## src/hdl/vpa_pkg.sv

```systemverilog
// Shared constants and types for the picture adjust and control stage.
// ----------------------------------------------------------------------
// ----------------------------------------------------------------------
package vpa_pkg;
	// Register offsets.
	localparam logic [7:0] VPA_OFS_FORMAT   = 8'h01;
	localparam logic [7:0] VPA_OFS_CTRL     = 8'h04;
	localparam logic [7:0] VPA_OFS_CONTRAST = 8'h06;
	localparam logic [7:0] VPA_OFS_BRIGHT   = 8'h07;
	localparam logic [7:0] VPA_OFS_SAT      = 8'h08;
	localparam logic [7:0] VPA_OFS_HUE      = 8'h09;
	localparam logic [7:0] VPA_OFS_REQUEST  = 8'h0a;
	localparam logic [7:0] VPA_OFS_LIMIT    = 8'h0b;
	localparam logic [7:0] VPA_OFS_STATUS   = 8'h10;
	localparam logic [7:0] VPA_OFS_DONE     = 8'h11;
	localparam logic [7:0] VPA_OFS_CAP_LO   = 8'h12;
	localparam logic [7:0] VPA_OFS_CAP_HI   = 8'h13;
	localparam logic [7:0] VPA_OFS_EXT_LO   = 8'h14;
	localparam logic [7:0] VPA_OFS_EXT_HI   = 8'h15;
	localparam logic [7:0] VPA_OFS_ID_LO    = 8'h16;
	localparam logic [7:0] VPA_OFS_ID_HI    = 8'h17;
	// Reset values.
	localparam logic [7:0] VPA_RST_CTRL     = 8'h00;
	localparam logic [7:0] VPA_RST_CONTRAST = 8'h80;
	localparam logic [7:0] VPA_RST_BRIGHT   = 8'h00;
	localparam logic [7:0] VPA_RST_SAT      = 8'h80;
	localparam logic [7:0] VPA_RST_HUE      = 8'h00;
	// Control register fields.
	localparam int VPA_BIT_PIVOT   = 7;
	localparam int VPA_BIT_PSAVE   = 6;
	localparam int VPA_BIT_PARITY  = 5;
	localparam int VPA_BIT_RATE_HI = 4;
	localparam int VPA_BIT_RATE_LO = 3;
	// Request and done bit positions, low end of their registers.
	localparam int VPA_REQ_CAP = 0;
	localparam int VPA_REQ_EXT = 1;
	localparam int VPA_REQ_ID  = 2;
	// Status register holds the done flags at its top bits.
	localparam int VPA_STS_CAP = 5;
	localparam int VPA_STS_EXT = 6;
	localparam int VPA_STS_ID  = 7;
	// Arithmetic constants.
	localparam logic [11:0] VPA_PIVOT_IN   = 12'h080;
	localparam logic [11:0] VPA_OFFSET_MID = 12'h07d;
	localparam logic [11:0] VPA_OFFSET_LOW = 12'h010;
	localparam logic [11:0] VPA_CLIP_MIN   = 12'h001;
	localparam logic [11:0] VPA_CLIP_MAX   = 12'h0fe;
	localparam logic [11:0] VPA_LIM_MIN    = 12'h010;
	localparam logic [11:0] VPA_LIM_MAX    = 12'h0eb;
	localparam int          VPA_GAIN_SHIFT = 7;
	// One hue step of about 0.35 degree in radians, scaled by 2^14.
	localparam logic signed [7:0] VPA_HUE_STEP = 8'sh64;
	localparam int          VPA_HUE_SHIFT  = 14;
	localparam logic [7:0]  VPA_BLACK_Y    = 8'h10;
	localparam logic [7:0]  VPA_BLACK_C    = 8'h80;
	// Line windows and capture lines.
	localparam logic [9:0] VPA_N_ACT1_LO = 10'h016;
	localparam logic [9:0] VPA_N_ACT1_HI = 10'h105;
	localparam logic [9:0] VPA_N_ACT2_LO = 10'h11d;
	localparam logic [9:0] VPA_N_ACT2_HI = 10'h20c;
	localparam logic [9:0] VPA_P_ACT1_LO = 10'h017;
	localparam logic [9:0] VPA_P_ACT1_HI = 10'h136;
	localparam logic [9:0] VPA_P_ACT2_LO = 10'h150;
	localparam logic [9:0] VPA_P_ACT2_HI = 10'h26f;
	localparam logic [9:0] VPA_LINE_CAP  = 10'h015;
	localparam logic [9:0] VPA_LINE_EXT  = 10'h11c;
	localparam logic [9:0] VPA_LINE_ID1  = 10'h014;
	localparam logic [9:0] VPA_LINE_ID2  = 10'h11b;
	localparam logic [9:0] VPA_LINE_WSS  = 10'h017;
	localparam logic [5:0] VPA_CRC_INIT  = 6'h3f;
	// Frame rate codes and output formats.
	typedef enum logic [1:0] {
		VPA_RATE_FULL    = 2'b00,
		VPA_RATE_HALF    = 2'b01,
		VPA_RATE_QUARTER = 2'b10,
		VPA_RATE_RSVD    = 2'b11
	} vpa_rate_t;
	localparam logic [2:0] VPA_FMT_QVGA = 3'h0;
	localparam logic [2:0] VPA_FMT_CIF  = 3'h2;
	localparam logic [2:0] VPA_FMT_QCIF = 3'h3;
endpackage

```

## src/hdl/vpa_luma.sv

```systemverilog
// Luma contrast, brightness and clipping pipeline, two cycles deep.
`timescale 1ns/1ps
module vpa_luma
	import vpa_pkg::*;
(
	input  wire logic       i_mclk,
	input  wire logic       i_reset,
	input  wire logic [7:0] i_luma_input,
	input  wire logic [7:0] i_contrast_gain,
	input  wire logic [7:0] i_brightness_offset,
	input  wire logic       i_contrast_pivot_sel,
	input  wire logic       i_range_limit,
	output logic      [7:0] o_luma_result
);
	logic signed [11:0] contrast_r;
	logic signed [19:0] prod;
	logic signed [11:0] sum;
	logic signed [11:0] lo;
	logic signed [11:0] hi;

	// Contrast stage; the product keeps 7 fraction bits, gain 0x80 is unity.
	// contrast gain
	always_comb begin
		prod = ($signed({4'h0, i_luma_input}) - $signed(VPA_PIVOT_IN))
			* $signed({12'h000, i_contrast_gain});
	end

	always_ff @(posedge i_mclk or posedge i_reset) begin
		if (i_reset) begin
			contrast_r <= 12'sh000;
		end else begin
			contrast_r <= prod[18:7] + $signed(i_contrast_pivot_sel ?
				VPA_OFFSET_LOW : VPA_OFFSET_MID);
		end
	end

	// Brightness on the adjusted sample, then one clip at the end.
	// signed brightness add
	always_comb begin
		sum = contrast_r + {{4{i_brightness_offset[7]}}, i_brightness_offset};
		lo  = $signed(i_range_limit ? VPA_LIM_MIN : VPA_CLIP_MIN);
		hi  = $signed(i_range_limit ? VPA_LIM_MAX : VPA_CLIP_MAX);
	end

	always_ff @(posedge i_mclk or posedge i_reset) begin
		if (i_reset) begin
			o_luma_result <= VPA_BLACK_Y;
		end else if (sum < lo) begin
			o_luma_result <= lo[7:0];
		end else if (sum > hi) begin
			o_luma_result <= hi[7:0];
		end else begin
			o_luma_result <= sum[7:0];
		end
	end
endmodule

```

## src/hdl/vpa_chroma.sv

```systemverilog
// Chroma saturation, demodulation and hue rotation, two cycles deep.
`timescale 1ns/1ps
module vpa_chroma
	import vpa_pkg::*;
(
	input  wire logic              i_mclk,
	input  wire logic              i_reset,
	input  wire logic signed [7:0] i_chroma,
	input  wire logic signed [7:0] i_carrier_cos,
	input  wire logic signed [7:0] i_carrier_sin,
	input  wire logic        [7:0] i_saturation_gain,
	input  wire logic signed [7:0] i_hue_rotation,
	output logic             [7:0] o_cb,
	output logic             [7:0] o_cr
);
	logic signed [9:0]  sat_r;
	logic signed [7:0]  cos_r;
	logic signed [7:0]  sin_r;
	logic signed [18:0] sat_prod;
	logic signed [17:0] u_full;
	logic signed [17:0] v_full;
	logic signed [27:0] u_turn;
	logic signed [27:0] v_turn;
	logic signed [11:0] u_out;
	logic signed [11:0] v_out;

	// Saturation scales the raw chroma before it is demodulated.
	// saturation before demodulation
	always_comb begin
		sat_prod = i_chroma * $signed({1'b0, i_saturation_gain});
	end

	always_ff @(posedge i_mclk or posedge i_reset) begin
		if (i_reset) begin
			sat_r <= 10'sh000;
			cos_r <= 8'sh00;
			sin_r <= 8'sh00;
		end else begin
			sat_r <= sat_prod[16:7];
			cos_r <= i_carrier_cos;
			sin_r <= i_carrier_sin;
		end
	end

	// Small-angle rotation: within 45 degrees the error stays modest and
	// it saves a sine table.
	// hue rotation
	always_comb begin
		u_full = sat_r * cos_r;
		v_full = sat_r * sin_r;
		u_turn = $signed(u_full[17:7]) * i_hue_rotation * VPA_HUE_STEP;
		v_turn = $signed(v_full[17:7]) * i_hue_rotation * VPA_HUE_STEP;
		u_out  = 12'sh080 + {u_full[17], u_full[17:7]} - v_turn[25:14];
		v_out  = 12'sh080 + {v_full[17], v_full[17:7]} + u_turn[25:14];
	end

	// Clip to the legal code range around the 0x80 centre.
	always_ff @(posedge i_mclk or posedge i_reset) begin
		if (i_reset) begin
			o_cb <= VPA_BLACK_C;
			o_cr <= VPA_BLACK_C;
		end else begin
			o_cb <= (u_out < 12'sh001) ? 8'h01 :
				(u_out > 12'sh0fe) ? 8'hfe : u_out[7:0];
			o_cr <= (v_out < 12'sh001) ? 8'h01 :
				(v_out > 12'sh0fe) ? 8'hfe : v_out[7:0];
		end
	end
endmodule

```

## src/hdl/vpa_top.sv

```systemverilog
// Picture adjust, frame rate control and caption capture stage.
`timescale 1ns/1ps
module vpa_top
	import vpa_pkg::*;
(
	input  wire logic        i_mclk,
	input  wire logic        i_reset,
	// Host sub-address register port.
	input  wire logic        i_reg_wr,
	input  wire logic        i_reg_rd,
	input  wire logic [7:0]  i_reg_addr,
	input  wire logic [7:0]  i_reg_wdata,
	output logic      [7:0]  o_reg_rdata,
	output logic             o_reg_rvalid,
	// Decoded samples and timing from the separation stage.
	input  wire logic        i_sample_valid,
	input  wire logic [7:0]  i_luma_input,
	input  wire logic [7:0]  i_chroma,
	input  wire logic [7:0]  i_carrier_cos,
	input  wire logic [7:0]  i_carrier_sin,
	input  wire logic        i_cb_not_cr,
	input  wire logic [9:0]  i_line_num,
	input  wire logic        i_field_even,
	input  wire logic        i_frame_start,
	input  wire logic        i_std_625,
	// Vertical-interval data words from the slicer.
	input  wire logic        i_vbi_valid,
	input  wire logic [19:0] i_vbi_word,
	// Pixel output.
	output logic             o_pix_valid,
	output logic      [7:0]  o_luma_result,
	output logic      [7:0]  o_chroma_out,
	output logic             o_active,
	output logic             o_low_power
);
	// ------------------------------------------------------------------
	// Register file
	// ------------------------------------------------------------------
	logic [7:0]  ctrl_r;
	logic [7:0]  contrast_r;
	logic [7:0]  bright_r;
	logic [7:0]  sat_r;
	logic [7:0]  hue_r;
	logic [2:0]  format_r;
	logic        limit_r;
	logic [2:0]  pending_r;
	logic [2:0]  done_r;
	logic [15:0] cap_data_r;
	logic [15:0] ext_data_r;
	logic [13:0] id_data_r;
	logic [2:0]  req_wr;
	logic [2:0]  decoded;

	// Request strobes come only from a write to the request register.
	assign req_wr = (i_reg_wr && i_reg_addr == VPA_OFS_REQUEST) ?
		i_reg_wdata[2:0] : 3'h0;

	// Control and adjustment settings.
	always_ff @(posedge i_mclk or posedge i_reset) begin
		if (i_reset) begin
			ctrl_r     <= VPA_RST_CTRL;
			contrast_r <= VPA_RST_CONTRAST;
			bright_r   <= VPA_RST_BRIGHT;
			sat_r      <= VPA_RST_SAT;
			hue_r      <= VPA_RST_HUE;
			format_r   <= 3'h0;
			limit_r    <= 1'b0;
		end else if (i_reg_wr) begin
			unique case (i_reg_addr)
				VPA_OFS_CTRL:     ctrl_r     <= i_reg_wdata;
				VPA_OFS_CONTRAST: contrast_r <= i_reg_wdata;
				VPA_OFS_BRIGHT:   bright_r   <= i_reg_wdata;
				VPA_OFS_SAT:      sat_r      <= i_reg_wdata;
				VPA_OFS_HUE:      hue_r      <= i_reg_wdata;
				VPA_OFS_FORMAT:   format_r   <= i_reg_wdata[2:0];
				VPA_OFS_LIMIT:    limit_r    <= i_reg_wdata[0];
				default: begin
				end
			endcase
		end
	end

	// Read port answers one cycle after the strobe; unmapped reads zero.
	always_ff @(posedge i_mclk or posedge i_reset) begin
		if (i_reset) begin
			o_reg_rdata  <= 8'h00;
			o_reg_rvalid <= 1'b0;
		end else begin
			o_reg_rvalid <= i_reg_rd;
			if (i_reg_rd) begin
				unique case (i_reg_addr)
					VPA_OFS_FORMAT:   o_reg_rdata <= {5'h00, format_r};
					VPA_OFS_CTRL:     o_reg_rdata <= ctrl_r;
					VPA_OFS_CONTRAST: o_reg_rdata <= contrast_r;
					VPA_OFS_BRIGHT:   o_reg_rdata <= bright_r;
					VPA_OFS_SAT:      o_reg_rdata <= sat_r;
					VPA_OFS_HUE:      o_reg_rdata <= hue_r;
					VPA_OFS_LIMIT:    o_reg_rdata <= {7'h00, limit_r};
					VPA_OFS_STATUS:   o_reg_rdata <= {done_r, 5'h00};
					VPA_OFS_DONE:     o_reg_rdata <= {5'h00, done_r};
					VPA_OFS_CAP_LO:   o_reg_rdata <= cap_data_r[7:0];
					VPA_OFS_CAP_HI:   o_reg_rdata <= cap_data_r[15:8];
					VPA_OFS_EXT_LO:   o_reg_rdata <= ext_data_r[7:0];
					VPA_OFS_EXT_HI:   o_reg_rdata <= ext_data_r[15:8];
					VPA_OFS_ID_LO:    o_reg_rdata <= {2'h0, id_data_r[13:8]};
					VPA_OFS_ID_HI:    o_reg_rdata <= id_data_r[7:0];
					default:          o_reg_rdata <= 8'h00;
				endcase
			end
		end
	end

	// ------------------------------------------------------------------
	// Frame rate, field and power control
	// ------------------------------------------------------------------
	vpa_rate_t   rate;
	logic [1:0]  frame_cnt_r;
	logic [1:0]  valid_pipe_r;
	logic        frame_keep;
	logic        field_ok;
	logic        progressive;

	assign rate = vpa_rate_t'({ctrl_r[VPA_BIT_RATE_HI],
		ctrl_r[VPA_BIT_RATE_LO]});

	// Frame counter advances once per input frame.
	always_ff @(posedge i_mclk or posedge i_reset) begin
		if (i_reset) begin
			frame_cnt_r <= 2'h0;
		end else if (i_frame_start) begin
			frame_cnt_r <= frame_cnt_r + 2'h1;
		end
	end

	// The reserved code runs at full rate rather than freezing the picture.
	// rate decimation
	always_comb begin
		unique case (rate)
			VPA_RATE_HALF:    frame_keep = (frame_cnt_r[0] == 1'b0);
			VPA_RATE_QUARTER: frame_keep = (frame_cnt_r == 2'h0);
			default:          frame_keep = 1'b1;
		endcase
	end

	assign progressive = (format_r == VPA_FMT_QVGA) ||
		(format_r == VPA_FMT_CIF) || (format_r == VPA_FMT_QCIF);
	assign field_ok = !progressive ||
		(i_field_even == ctrl_r[VPA_BIT_PARITY]);

	// Power save only ever engages when frames are actually being skipped,
	// and waits for the pixel pipeline to drain so no kept pixel is cut.
	// power save
	always_ff @(posedge i_mclk or posedge i_reset) begin
		if (i_reset) begin
			o_low_power <= 1'b0;
		end else begin
			o_low_power <= ctrl_r[VPA_BIT_PSAVE] &&
				(rate != VPA_RATE_FULL) && !frame_keep &&
				(valid_pipe_r == 2'h0);
		end
	end

	// ------------------------------------------------------------------
	// Line windows
	// ------------------------------------------------------------------
	function automatic logic vpa_is_active(input logic [9:0] line,
		input logic std_625);
		if (std_625) begin
			vpa_is_active = (line >= VPA_P_ACT1_LO && line <= VPA_P_ACT1_HI)
				|| (line >= VPA_P_ACT2_LO && line <= VPA_P_ACT2_HI);
		end else begin
			vpa_is_active = (line >= VPA_N_ACT1_LO && line <= VPA_N_ACT1_HI)
				|| (line >= VPA_N_ACT2_LO && line <= VPA_N_ACT2_HI);
		end
	endfunction

	// ------------------------------------------------------------------
	// Sample pipeline
	// ------------------------------------------------------------------
	logic [7:0] luma_adj;
	logic [7:0] cb_adj;
	logic [7:0] cr_adj;
	logic [1:0] active_pipe_r;
	logic [1:0] sel_pipe_r;

	vpa_luma u_luma (
		.i_mclk               (i_mclk),
		.i_reset              (i_reset),
		.i_luma_input         (i_luma_input),
		.i_contrast_gain      (contrast_r),
		.i_brightness_offset  (bright_r),
		.i_contrast_pivot_sel (ctrl_r[VPA_BIT_PIVOT]),
		.i_range_limit        (limit_r),
		.o_luma_result        (luma_adj)
	);

	vpa_chroma u_chroma (
		.i_mclk            (i_mclk),
		.i_reset           (i_reset),
		.i_chroma          (i_chroma),
		.i_carrier_cos     (i_carrier_cos),
		.i_carrier_sin     (i_carrier_sin),
		.i_saturation_gain (sat_r),
		.i_hue_rotation    (hue_r),
		.o_cb              (cb_adj),
		.o_cr              (cr_adj)
	);

	// Timing flags travel beside the two-cycle arithmetic.
	always_ff @(posedge i_mclk or posedge i_reset) begin
		if (i_reset) begin
			valid_pipe_r  <= 2'h0;
			active_pipe_r <= 2'h0;
			sel_pipe_r    <= 2'h0;
		end else begin
			valid_pipe_r  <= {valid_pipe_r[0],
				i_sample_valid && frame_keep && field_ok};
			active_pipe_r <= {active_pipe_r[0],
				vpa_is_active(i_line_num, i_std_625)};
			sel_pipe_r    <= {sel_pipe_r[0], i_cb_not_cr};
		end
	end

	// Output register; blanking lines carry black.
	// black in blanking
	always_ff @(posedge i_mclk or posedge i_reset) begin
		if (i_reset) begin
			o_pix_valid   <= 1'b0;
			o_active      <= 1'b0;
			o_luma_result <= VPA_BLACK_Y;
			o_chroma_out  <= VPA_BLACK_C;
		end else begin
			o_pix_valid <= valid_pipe_r[1];
			o_active    <= active_pipe_r[1];
			if (active_pipe_r[1]) begin
				o_luma_result <= luma_adj;
				o_chroma_out  <= sel_pipe_r[1] ? cb_adj : cr_adj;
			end else begin
				o_luma_result <= VPA_BLACK_Y;
				o_chroma_out  <= VPA_BLACK_C;
			end
		end
	end

	// ------------------------------------------------------------------
	// Vertical-interval capture
	// ------------------------------------------------------------------
	function automatic logic [5:0] vpa_crc6(input logic [13:0] data);
		logic [5:0] crc;
		logic       fb;
		crc = VPA_CRC_INIT;
		for (int i = 13; i >= 0; i--) begin
			fb  = crc[5] ^ data[i];
			crc = {crc[4:0], 1'b0} ^ (fb ? 6'h03 : 6'h00);
		end
		vpa_crc6 = crc;
	endfunction

	logic crc_good;

	assign crc_good = (vpa_crc6(i_vbi_word[19:6]) == i_vbi_word[5:0]);

	always_comb begin
		decoded = 3'h0;
		if (i_vbi_valid) begin
			if (!i_std_625) begin
				decoded[VPA_REQ_CAP] = (i_line_num == VPA_LINE_CAP);
				decoded[VPA_REQ_EXT] = (i_line_num == VPA_LINE_EXT);
				decoded[VPA_REQ_ID]  = crc_good &&
					(i_line_num == VPA_LINE_ID1 ||
					i_line_num == VPA_LINE_ID2);
			end else begin
				decoded[VPA_REQ_ID]  = (i_line_num == VPA_LINE_WSS);
			end
		end
		decoded = decoded & pending_r;
	end

	always_ff @(posedge i_mclk or posedge i_reset) begin
		if (i_reset) begin
			pending_r <= 3'h0;
		end else begin
			pending_r <= (pending_r & ~decoded) | req_wr;
		end
	end

	// A decode in the clearing cycle still reports done.
	// done flags
	always_ff @(posedge i_mclk or posedge i_reset) begin
		if (i_reset) begin
			done_r <= 3'h7;
		end else begin
			done_r <= (done_r & ~req_wr) | decoded;
		end
	end

	// Result words change only on a decode that was asked for.
	// result storage
	always_ff @(posedge i_mclk or posedge i_reset) begin
		if (i_reset) begin
			cap_data_r <= 16'h0000;
			ext_data_r <= 16'h0000;
			id_data_r  <= 14'h0000;
		end else begin
			if (decoded[VPA_REQ_CAP]) begin
				cap_data_r <= i_vbi_word[15:0];
			end
			if (decoded[VPA_REQ_EXT]) begin
				ext_data_r <= i_vbi_word[15:0];
			end
			if (decoded[VPA_REQ_ID]) begin
				id_data_r <= i_std_625 ? i_vbi_word[13:0] :
					i_vbi_word[19:6];
			end
		end
	end
endmodule

```

## config.mk

```make
export PLATFORM = sky130hd
export DESIGN_NAME = vpa_top
export DESIGN_NICKNAME = d
export VERILOG_FILES = /design/src/hdl/vpa_pkg.sv /design/src/hdl/vpa_luma.sv /design/src/hdl/vpa_chroma.sv /design/src/hdl/vpa_top.sv
export SDC_FILE = /design/constraint.sdc
export NUM_CORES = 2
export LEC_CHECK = 0
export ABC_AREA = 1
export BUFFER_PORTS_ARGS = -buffer_cell sky130_fd_sc_hd__buf_4
export CORE_ASPECT_RATIO = 0.75
export CORE_UTILIZATION = 35
export DETAILED_ROUTE_END_ITERATION = 8
export SLEW_MARGIN = 20
export SYNTH_ARGS = -nofsm -noshare
export SYNTH_HDL_FRONTEND = slang
export SYNTH_HIERARCHICAL = 1
export SYNTH_SLANG_ARGS = --single-unit
export TNS_END_PERCENT = 5
```

## constraint.sdc

```tcl
create_clock -name i_mclk -period 28.3 [get_ports i_mclk]
set_input_delay 2.83 -clock i_mclk [delete_from_list [all_inputs] [get_ports i_mclk]]
set_output_delay 2.83 -clock i_mclk [all_outputs]
set_load 0.05 [all_outputs]
```

==> flow_summary.ini <==
[critical_path]
crit_top_cell = nand2_1
critical_path_class = flop to flop
cp-end-kind = flop
cp_max_fo = 16
worst_path_largest_cell_delay_ns = 0.81
critPathSlowestCell = dfrtp_1
cp_data_arrival_time_ns = 14.41
cp-start-kind = flop
critPathRequiredTime_ns = 28.71

[clock_network]
ctsHtreeMaxLevel = 4
cts-root-buf = clkbuf_16
numCtsBuffers = 17
path_clk_slew_ns = 0.08
hold_buffers = 0
post_cts_buffers = 0
clk_path_buf_depth = 2
clock_latency_ns = 0.50
tritoncts = built
cts_resized = 0
clock-sinks = 194

[finish]
nFillCells = 9271
fin_util_pct = 38.6
diodes = 0
multi_input_area_mm2 = 0.0232
seq_area_mm2 = 0.00487
finalInstanceArea_mm2 = 0.0348
nets = 5103
synthToLayoutAreaGrowth_pct = 8.46
drive_gt1_share_pct = 7.55

[sta]
tns_ns = 0
fin_skew_ns = 0.0138
fin_crit_sh_pct = 49.5
final_max_slew_viol_count = 0
fmax_mhz = 71.4
min_period_ns = 14.00
tightest_slew_ns = 0.952
slew_headroom_pct = 36.4
hold_viol_final = 0
setup_violations = 0
rsz0062_at_grt = false
setup_slack_ns = 14.30

[logic_synthesis]
synth_top_family_by_area = adder cells
synth-edff-count = 0
syn_nets = 5054
muxShareOfSynthArea_pct = 0
netlist_area_mm2 = 0.0321
synth-compound-area-share_pct = 6.89
synth_ff_type = dfrtp_1
async_flop_share_pct = 100
synth_cell_types = 68
synth-xor-area-share_pct = 4.44
synthCells = 4189
yosysWarnings = 6
ys_ff_latch = 194
ys_seq_area_share_pct = 15.2
synth_fa_ha_area_share_pct = 39.2
yosys.area_share.simple_pct = 21.8
avgSynthCellArea_um2 = 7.66

[placed_design]
placed_area_mm2 = 0.0342
io_buffers = 115
place_ws_ns = 14.40
post-dp-hpwl_mm = 70.1
gp_congestion = 0.927

[global_routing]
global_route.usage.total_pct = 18.8
antenna_found_initial = 0
use_met1_pct = 27.7
grt_pass1_wl_mm = 139
use_met3_pct = 4.25
grt_pass1_vias = 26200
overflow = 0
grt_use_met2_pct = 27.9
grt_max_degree = 71
busiest_layer = met2

[detailed_routing]
antenna_left = 0
vias = 25900
viasPerCell = 4.73
wl_mm = 82.8
drt-pass1-iter-count = 5
drc = 0
wire_per_inst_um = 15.2
drt_iter0_drc = 1792

[floorplan]
die_w_um = 352
fp.coreArea_mm2 = 0.0902
start_util_pct = 35.6
num_rows = 95
design.portCount = 116
die_area_mm2 = 0.0929
die_y_um = 264

[status]
outcome = finished clean

[job]
max_cap_violations = 0

[worst_hold_path]
hp-class = flop to flop
==> through the flow <==
step                      hold WS [ns]  cells
after detailed placement         0.345   5431
after global placement           0.339   5431
after floorplan                  0.331   4189
after CTS                        0.364   5463
final                            0.360   5463
after global routing             0.364   5463
==> path summary, 6_finish.rpt <==
check,cells past startpoint,endpoint,slack (ns),startpoint
setup / recovery,58,u_chroma/o_cb[2]$_DFF_PP0_,14.30,u_chroma/sat_r[2]$_DFF_PP0_
setup reg to reg,58,u_chroma/o_cb[2]$_DFF_PP0_,14.30,u_chroma/sat_r[2]$_DFF_PP0_
min in group asynchronous,2,o_luma_result[5]$_DFF_PP0_,2.44,i_reset
hold / removal,0,sel_pipe_r[1]$_DFF_PP0_,0.36,sel_pipe_r[0]$_DFF_PP0_
hold reg to reg,0,sel_pipe_r[1]$_DFF_PP0_,0.36,sel_pipe_r[0]$_DFF_PP0_
max in group asynchronous,3,cap_data_r[15]$_DFFE_PP0P_,24.56,i_reset
==> logic make-up (layout without fill, tap and decap cells) <==
kind of cell / count (synthesis) / after routing
AOI/OAI and AO/OA: 371 / 371
xor gates and xnor gates: 151 / 151
adders and majority gates: 777 / 777
buffers and inverters: 1060 / 1122
DFF: 194 / 194
and+or+nand+nor: 1636 / 1636
==> layout by cell type, fill, tap and decap left out, types with 7 or more instances in the layout <==
cell type / count
nand2_1: 971
inv_1: 942
ha_1: 396
fa_1: 381
nor2_1: 301
dfrtp_1: 184
nand3_1: 146
o21ai_0: 146
buf_4: 122
a21oi_1: 114
xor2_1: 102
nand4_1: 62
nand2_2: 48
xnor2_1: 40
nor3_1: 25
a21o_1: 25
o21bai_1: 19
or2_2: 18
clkbuf_16: 17
inv_2: 15
nand3_2: 14
nor2_2: 12
dfstp_2: 10
clkinv_1: 9
nand3b_1: 8
a31oi_1: 8
nand2_4: 7
o31ai_1: 7
inv_6: 7
==> critical path: cells and delay by family (launching register included) <==
kind	cells	cell delay (ns)
adder cells (fa/ha/maj)	16	6.59
AND/OR/NAND/NOR	23	2.89
XOR/XNOR	4	1.67
AO/OA/AOI/OAI	6	1.19
flip-flops	1	0.81
buffers and inverters	9	0.74
==> Yosys cell counts, types with 48 or more instances <==
master	n	share of area (%)
nand2_1	971	11
inv_1	944	11
ha_1	396	15
fa_1	381	24
nor2_1	301	3.5
dfrtp_1	184	14
nand3_1	147	2.3
o21ai_0	146	2.3
a21oi_1	114	1.8
xor2_1	102	2.8
clkbuf_1	81	0.95
nand4_1	62	1.2
nand2_2	48	0.94
==> metal layers <==
metal  vias to the layer above  wire (um)
met3                        71       6470
met4                         0       1240
met1                     12200      40400
met2                       717      34700
li1                      12800          -
met5                         -          0
==> state kept, by name, summed over array words and instances (netlist names), 10 cells and up <==
register,count
cap_data_r,16
ext_data_r,16
id_data_r,14
u_luma/contrast_r,12
u_chroma/sat_r,10
==> layout make-up <==
class | count | area share [%]
multi-input combinational | 2935 | 66.7
sequential | 194 | 14.0
inverter | 968 | 10.5
tap | 1212 | 4.36
timing repair buffer | 122 | 2.63
clock buffer | 18 | 1.26
clock inverter | 14 | 0.607
Power is left out: the tool's default activity adds up to more than one toggle a clock period on the data nets, which glitch-free logic cannot reach.
